[config.mk]
export PLATFORM = sky130hd
export DESIGN_NAME = sfr_fifo
export DESIGN_NICKNAME = d
export VERILOG_FILES = /design/src/rtl/sfr_pkg.sv /design/src/rtl/sfr_mem.sv /design/src/rtl/sfr_fifo.sv
export SDC_FILE = /design/constraint.sdc
export NUM_CORES = 2
export LEC_CHECK = 0
export BUFFER_PORTS_ARGS = -buffer_cell sky130_fd_sc_hd__buf_4
export CAP_MARGIN = 30
export CORE_ASPECT_RATIO = 2
export CORE_UTILIZATION = 45
export DETAILED_ROUTE_END_ITERATION = 8
export GPL_TIMING_DRIVEN = 0
export PLACE_DENSITY = 0.65
export REMOVE_ABC_BUFFERS = 1
export SYNTH_ARGS = -nofsm -noshare
export SYNTH_HDL_FRONTEND = slang
export SYNTH_HIERARCHICAL = 1
export SYNTH_SLANG_ARGS = --single-unit
[constraint.sdc]
create_clock -name sys_clk -period 6.4 [get_ports sys_clk]
set_input_delay 0.32 -clock sys_clk [delete_from_list [all_inputs] [get_ports sys_clk]]
set_output_delay 0.32 -clock sys_clk [all_outputs]
set_load 0.01 [all_outputs]
[src/rtl/sfr_pkg.sv]
// constants and types shared by the fifo read port and its memory
package sfr_pkg;
    // ------------------------------------------------------------
    // data path and queue shape
    // ------------------------------------------------------------
    localparam int DATA_W = 9;
    localparam int DEPTH = 256;

    // ------------------------------------------------------------
    // flag offsets and reset values
    // ------------------------------------------------------------
    localparam int AE_OFFSET_DEFAULT = 7;
    localparam int AF_OFFSET_DEFAULT = 7;
    localparam logic [8:0] RD_DATA_RESET = 9'h000;

    // ------------------------------------------------------------
    // write port configuration, caught while pointers are cleared
    // ------------------------------------------------------------
    typedef enum logic [1:0] {
        SFR_MODE_TWO_EN = 2'b01,
        SFR_MODE_LOAD = 2'b10
    } sfr_mode_e;
endpackage

[src/rtl/sfr_mem.sv]
// word storage of the fifo with one write port and a registered read port
`timescale 1ns/1ps
module sfr_mem #(
    parameter int DATA_W = sfr_pkg::DATA_W,
    parameter int ADDR_W = 8
) (
    input wire logic sys_clk,
    input wire logic nrst,
    input wire logic wr_en,
    input wire logic [ADDR_W-1:0] wr_addr,
    input wire logic [DATA_W-1:0] wr_data,
    input wire logic rd_en,
    input wire logic [ADDR_W-1:0] rd_addr,
    output logic [DATA_W-1:0] rd_data
);
    logic [DATA_W-1:0] mem_q [0:(1<<ADDR_W)-1];
    logic [DATA_W-1:0] rd_data_q;
    logic [DATA_W-1:0] rd_data_d;

    // array left without reset so it maps onto block ram
    always_ff @(posedge sys_clk) begin
        if (wr_en) begin
            mem_q[wr_addr] <= wr_data;
        end
    end

    always_comb begin
        rd_data_d = rd_data_q;
        if (rd_en) begin
            rd_data_d = mem_q[rd_addr];
        end
    end

    always_ff @(posedge sys_clk or negedge nrst) begin
        if (!nrst) begin
            rd_data_q <= sfr_pkg::RD_DATA_RESET;
        end else begin
            rd_data_q <= rd_data_d;
        end
    end

    assign rd_data = rd_data_q;
endmodule

[src/rtl/sfr_fifo.sv]
// fifo read port, write port and status flags around the word storage
`timescale 1ns/1ps
// What this block does
// - both read enables low on a clock edge pops one word to the output
// - reads are ignored while the empty flag is low
// - output enable low drives the data bus, high releases it
// - empty flag low when no word is stored, high otherwise
// - empty flag changes only on sys_clk, the one clock shared by both ports, and when nrst goes low
// - almost-empty low when stored count is at or below its offset
// - almost-empty offset is seven after reset until reprogrammed
// - almost-empty flag changes only on sys_clk, the one clock shared by both ports, and when nrst goes low
// - almost-full low when free space is at or below its offset
// - almost-full offset is seven after reset until reprogrammed
// - almost-full flag changes only on sys_clk, the one clock shared by both ports, and when nrst goes low
// - full flag low when every location is used; writes then ignored
// - full flag changes only on sys_clk, the one clock shared by both ports, and when nrst goes low
// - clear empties queue and sets flags; writer clears before first write
// - popped words appear on a nine-bit output bus
// - word stored on clock edge when write enable a low, b high
module sfr_fifo #(
    parameter int DEPTH = sfr_pkg::DEPTH
) (
    input wire logic sys_clk,
    input wire logic nrst,
    input wire logic pointer_clear_n,
    input wire logic write_enable_a_n,
    input wire logic write_enable_b_or_load,
    input wire logic [sfr_pkg::DATA_W-1:0] write_data_in,
    input wire logic offset_load,
    input wire logic [$clog2(DEPTH):0] almost_empty_offset_in,
    input wire logic [$clog2(DEPTH):0] almost_full_offset_in,
    input wire logic read_enable_a_n,
    input wire logic read_enable_b_n,
    input wire logic output_drive_enable_n,
    output logic [sfr_pkg::DATA_W-1:0] read_data_out,
    output logic read_data_oe,
    output logic empty_flag_n,
    output logic almost_empty_n,
    output logic almost_full_n,
    output logic full_flag_n,
    output logic load_mode
);
    localparam int ADDR_W = $clog2(DEPTH);
    localparam int PTR_W = ADDR_W + 1;
    localparam logic [PTR_W-1:0] DEPTH_P = PTR_W'(DEPTH);
    localparam logic [PTR_W-1:0] AE_RST = PTR_W'(sfr_pkg::AE_OFFSET_DEFAULT);
    localparam logic [PTR_W-1:0] AF_RST = PTR_W'(sfr_pkg::AF_OFFSET_DEFAULT);

    // ------------------------------------------------------------
    // helpers
    // ------------------------------------------------------------
    // pointers carry one extra wrap bit so full and empty differ
    function automatic logic [PTR_W-1:0] occupancy(
        input logic [PTR_W-1:0] wr,
        input logic [PTR_W-1:0] rd
    );
        occupancy = wr - rd;
    endfunction

    // ------------------------------------------------------------
    // state
    // ------------------------------------------------------------
    logic [PTR_W-1:0] wr_ptr_q, wr_ptr_d;
    logic [PTR_W-1:0] rd_ptr_q, rd_ptr_d;
    logic [PTR_W-1:0] ae_off_q, ae_off_d;
    logic [PTR_W-1:0] af_off_q, af_off_d;
    logic empty_q, empty_d;
    logic aempty_q, aempty_d;
    logic afull_q, afull_d;
    logic full_q, full_d;
    sfr_pkg::sfr_mode_e mode_q, mode_d;
    logic [PTR_W-1:0] cnt_q;
    logic [PTR_W-1:0] cnt_d;
    logic push;
    logic pop;

    // ------------------------------------------------------------
    // request qualification
    // ------------------------------------------------------------
    // flags are active low: the _q copies hold the asserted sense
    assign push = pointer_clear_n && !write_enable_a_n
                  && write_enable_b_or_load && !full_q;
    assign pop = pointer_clear_n && !read_enable_a_n && !read_enable_b_n
                 && !empty_q;
    assign cnt_q = occupancy(wr_ptr_q, rd_ptr_q);

    // ------------------------------------------------------------
    // pointers, offsets and mode
    // ------------------------------------------------------------
    always_comb begin
        wr_ptr_d = wr_ptr_q;
        rd_ptr_d = rd_ptr_q;
        ae_off_d = ae_off_q;
        af_off_d = af_off_q;
        mode_d = mode_q;
        if (!pointer_clear_n) begin
            wr_ptr_d = '0;
            rd_ptr_d = '0;
            ae_off_d = AE_RST;
            af_off_d = AF_RST;
            // second write pin is sampled as a strap during the clear
            if (write_enable_b_or_load) begin
                mode_d = sfr_pkg::SFR_MODE_TWO_EN;
            end else begin
                mode_d = sfr_pkg::SFR_MODE_LOAD;
            end
        end else begin
            if (push) begin
                wr_ptr_d = wr_ptr_q + 1'b1;
            end
            if (pop) begin
                rd_ptr_d = rd_ptr_q + 1'b1;
            end
            // offsets change only with the load pin held low
            if (mode_q == sfr_pkg::SFR_MODE_LOAD && !write_enable_b_or_load
                && offset_load) begin
                ae_off_d = almost_empty_offset_in;
                af_off_d = almost_full_offset_in;
            end
        end
    end

    always_ff @(posedge sys_clk or negedge nrst) begin
        if (!nrst) begin
            wr_ptr_q <= '0;
            rd_ptr_q <= '0;
            ae_off_q <= AE_RST;
            af_off_q <= AF_RST;
            mode_q <= sfr_pkg::SFR_MODE_TWO_EN;
        end else begin
            wr_ptr_q <= wr_ptr_d;
            rd_ptr_q <= rd_ptr_d;
            ae_off_q <= ae_off_d;
            af_off_q <= af_off_d;
            mode_q <= mode_d;
        end
    end

    // ------------------------------------------------------------
    // flags
    // ------------------------------------------------------------
    // one clock serves both ports, so both pointers are already in the
    // flag domain and are compared directly with no crossing latency
    always_comb begin
        cnt_d = occupancy(wr_ptr_d, rd_ptr_d);
        empty_d = (cnt_d == '0);
        aempty_d = (cnt_d <= ae_off_d);
        afull_d = ((DEPTH_P - cnt_d) <= af_off_d);
        full_d = (cnt_d == DEPTH_P);
    end

    // flags are registered from the next count so they never lag a pop
    always_ff @(posedge sys_clk or negedge nrst) begin
        if (!nrst) begin
            empty_q <= 1'b1;
            aempty_q <= 1'b1;
            afull_q <= 1'b0;
            full_q <= 1'b0;
        end else begin
            empty_q <= empty_d;
            aempty_q <= aempty_d;
            afull_q <= afull_d;
            full_q <= full_d;
        end
    end

    assign empty_flag_n = !empty_q;
    assign almost_empty_n = !aempty_q;
    assign almost_full_n = !afull_q;
    assign full_flag_n = !full_q;
    assign load_mode = (mode_q == sfr_pkg::SFR_MODE_LOAD);

    // ------------------------------------------------------------
    // storage and output bus
    // ------------------------------------------------------------
    sfr_mem #(
        .DATA_W(sfr_pkg::DATA_W),
        .ADDR_W(ADDR_W)
    ) u_mem (
        .sys_clk(sys_clk),
        .nrst(nrst),
        .wr_en(push),
        .wr_addr(wr_ptr_q[ADDR_W-1:0]),
        .wr_data(write_data_in),
        .rd_en(pop),
        .rd_addr(rd_ptr_q[ADDR_W-1:0]),
        .rd_data(read_data_out)
    );

    // pad turns the bus to high impedance when the enable is dropped
    assign read_data_oe = !output_drive_enable_n;
endmodule

==> key figures <==
Clock network
  – CTS Buf Count: 192
  – Post-CTS setup repair buffer count: 0
  – Clock tree from TritonCTS: built
  – Number of buffers on the longest clock path: 4
  – Clock latency reported for the late side of the worst-skew pair: 850 ps
  – CTS H-tree lvls: 4
  – Clock-pin slew on the worst setup and hold paths: 70 ps
  – Root Buffer: sky130_fd_sc_hd__clkbuf_16
  – TritonCTS Sinks: 2355

Route
  – Total wirelength of the detailed-routed design: 254 mm
  – Met3 layer wire length in the routed design: 16.4 mm
  – Final routed wire length divided by cell count: 33.4 um
  – Number of iterations in the first detailed-routing pass: 8
  – Vias per cell: 6.15
  – Wire length on met1: 81.7 mm
  – Total number of vias: 46.8k
  – ANT nets after route: 0
  – Top routing layer in use: met5
  – WL met2: 132 mm
  – Number of design rule violations left after detail routing: 0
  – Number of violations reported at the end of detailed-routing iteration 0: 4894

Finish
  – Most common cell after layout, fill and taps aside: sky130_fd_sc_hd__edfxtp_1
  – Area grow syn2layout: 12.2%
  – Final cell count without fillers: 7606
  – Sequential Area: 70500 um2
  – Most frequent cells in the layout: sky130_fd_sc_hd__edfxtp_1 (2304), sky130_fd_sc_hd__mux4_2 (483), sky130_fd_sc_hd__nor2_1 (309)
  – Multi-input logic area: 20500 um2
  – Final Core Density: 50.8%
  – Total number of nets in the final design: 4798
  – # fillers: 16.1k
  – Proportion of layout cells with a drive suffix above 1: 20.7%

Pwr
  – Peak ir drop on the vdd network: 0.000203 V
  – PnR Total Power: 30500 uW
  – Pleak: 0.0315 uW
  – Cell area power density: 293 nW/um2

Hold path
  – Hold-critical path depth: 1
  – Worst Hold Class: primary input to flop
  – Hold Path Origin: write_data_in[3]
  – Endpoint of the worst hold-timing path: u_mem/mem_q[7][3]

Critical path
  – Critical path peak fanout: 53
  – Critical register-to-register path endpoint: u_mem/rd_data[1]
  – Crit path capture type: flop
  – Reg2Reg Setup Slack: 880 ps
  – Source of the worst register-to-register timing path: rd_ptr_q[0]
  – Number of cells traversed by the worst register-to-register path: 12
  – Critical path data required time: 7170 ps
  – Kind of launch point of the worst setup path: primary input
  – Startpoint-to-endpoint class of the critical path: primary input to flop
  – Worst Path Arrival: 6320 ps

Run
  – Maximum Capacitance Violations: 0

Logic synthesis
  – Biggest area contributors in the synthesized netlist: sky130_fd_sc_hd__edfxtp_1 (75%), sky130_fd_sc_hd__mux4_2 (12%), sky130_fd_sc_hd__mux2i_1 (2.3%)
  – #FFs+latches synth: 2355
  – Share of the synthesized area in the top cell type: 74.6%
  – Dominant register cell in the synthesized netlist: sky130_fd_sc_hd__edfxtp_1
  – Number of flops mapped to enable cells by yosys: 2304
  – Async S/R FF share, synth: 2.17%
  – Gate count after technology mapping: 4568
  – Netlist area before placement: 92700 um2
  – Post-synth cell types: 83
  – Average size of a mapped cell: 20.3 um2
  – Number of synthesis warnings: 6
  – Sequential share of the synthesized area: 76.0%
  – Biggest area consumer among synthesized cells: sky130_fd_sc_hd__edfxtp_1

Global routing
  – Leftover overflow at the end of global routing: 0
  – Largest net degree at the start of global routing: 153
  – Number of global-route vias before repair: 48.0k
  – Global-route wire length before repair: 357 mm
  – Global Route Usage Sum: 24.5%
  – Antenna violations before repair: 8

Placed design
  – Worst slack at placement: 762 ps
  – Gp weighted congestion: 0.876
  – Buffers on Ports: 50
  – Placed cell count: 7212
  – Detailed Place HPWL: 165 mm

STA
  – Shortest clock period the worst path allows after layout: 5550 ps
  – Worst slew margin: 9.24%
  – Period utilisation layout: 86.7%
  – Setup violations, final: 0
  – Final slew viol count: 0
  – RSZ-0062 raised after global routing: no
  – Worst clock skew: 35.2 ps
  – Worst-case setup margin in the final layout: 850 ps
  – Transition time of the tightest slew-check pin: 1360 ps
  – Final Hold Viols: 9
  – Maximum clock rate: 180 MHz
  – Minimum hold slack: -29.8 ps

Floorplanning
  – Floorplan Core Area: 205000 um2
  – I/O pins: 51
  – Starting density of the core: 45.3%
  – Chip Width: 323 um
  – Die Area: 208000 um2
  – Row Count: 235
  – Height of the die: 644 um

Run status
  – Outcome: finished, violations left
  – Violations in the final reports: negative hold slack
## Yosys cell counts, drive strengths merged (31+ instances only)
| cell type | n |
|---|---|
| nand3 | 61 |
| nor2 | 316 |
| buf | 139 |
| mux2i | 211 |
| edfxtp | 2304 |
| mux4 | 496 |
| nand2 | 174 |
| a21oi | 50 |
| o221ai | 38 |
| a22oi | 63 |
| dfrtp | 42 |
| o21ai | 37 |
| clkbuf | 123 |
| nor3 | 55 |
| o22ai | 78 |
| ha | 31 |
## cell type report
cell class                 instances  area share (%)
clock buffer                     238            4.89
inverter                          32           0.121
timing repair buffer             230            3.34
multi-input combinational       1919            19.7
tap                             2725            3.28
antenna                            5          0.0120
sequential                      2355            67.8
clock inverter                   102           0.908
## sequential cells by signal (all words and copies together) (netlist names), 2 cells and up
signal         count
af_off_q           9
ae_off_q           9
u_mem/mem_q     2304
rd_ptr_q           9
mode_q             2
u_mem/rd_data      9
wr_ptr_q           9
## kinds of logic after synthesis
| group | share of synthesized area [%] |
|---|---|
| adder cells (fa/ha/maj) | 0.440 |
| XOR/XNOR | 0.273 |
| AND/OR/NAND/NOR | 3.49 |
| AO/OA/AOI/OAI | 3.26 |
| flip-flops | 76.0 |
| buffers and inverters | 2.06 |
| multiplexers | 14.5 |
## stage by stage
step | TNS [ps] | cell area, um2
after global routing | 0 | 104000
after detailed placement | 0 | 97500
after CTS | 0 | 104000
final | 0 | 104000
after floorplan | -435990 | 90900
after global placement | -4825770 | 94700
## critical path: stages
cell	delay, ps
sky130_fd_sc_hd__dlygate4sd3_1	530
sky130_fd_sc_hd__buf_4	430
sky130_fd_sc_hd__nor4b_4	560
sky130_fd_sc_hd__dlygate4sd3_1	830
sky130_fd_sc_hd__buf_8	200
sky130_fd_sc_hd__nand4_1	140
sky130_fd_sc_hd__xor2_1	170
sky130_fd_sc_hd__nand2b_1	220
sky130_fd_sc_hd__ha_1	390
sky130_fd_sc_hd__o2111ai_1	120
sky130_fd_sc_hd__nand3_1	170
sky130_fd_sc_hd__xor2_1	240
sky130_fd_sc_hd__or4_1	500
sky130_fd_sc_hd__nor3_1	290
sky130_fd_sc_hd__ha_1	290
sky130_fd_sc_hd__ha_1	300
sky130_fd_sc_hd__nand4_1	210
sky130_fd_sc_hd__nor3_1	230
sky130_fd_sc_hd__a21oi_1	60
sky130_fd_sc_hd__nand2_1	80
## power breakdown
part | switching (uW) | total [uW] | internal (uW)
logic | 986 | 1740 | 755
clock network | 5380 | 11700 | 6330
registers | 89.7 | 17100 | 17000
## layer usage
| layer | track usage (%) | vias up |
|---|---|---|
| met1 | 26.5 | 24700 |
| met3 | 3.52 | 677 |
| met4 | 19.5 | 6 |
| met2 | 42.7 | 2206 |
| met5 | 0 | - |
| li1 | - | 19200 |
## worst max-delay path by stage
stage | startpoint | end | slack (ps)
final | pointer_clear_n | afull_q | 850
after global routing | pointer_clear_n | afull_q | 540
after CTS | rd_ptr_q[0] | u_mem/rd_data[7] | 770
after detailed placement | rd_ptr_q[0] | u_mem/rd_data[7] | 760
after global placement | rd_ptr_q[0] | u_mem/rd_data[1] | -34060
after floorplan | rd_ptr_q[0] | afull_q | -21510
## what timing repair did
| action | in CTS | in global routing |
|---|---|---|
| resized for setup | 0 | 0 |
| hold buffers | 37 | 0 |
| endpoints found under the hold margin | 128 | 0 |
Power figures use the tool's default switching activity.
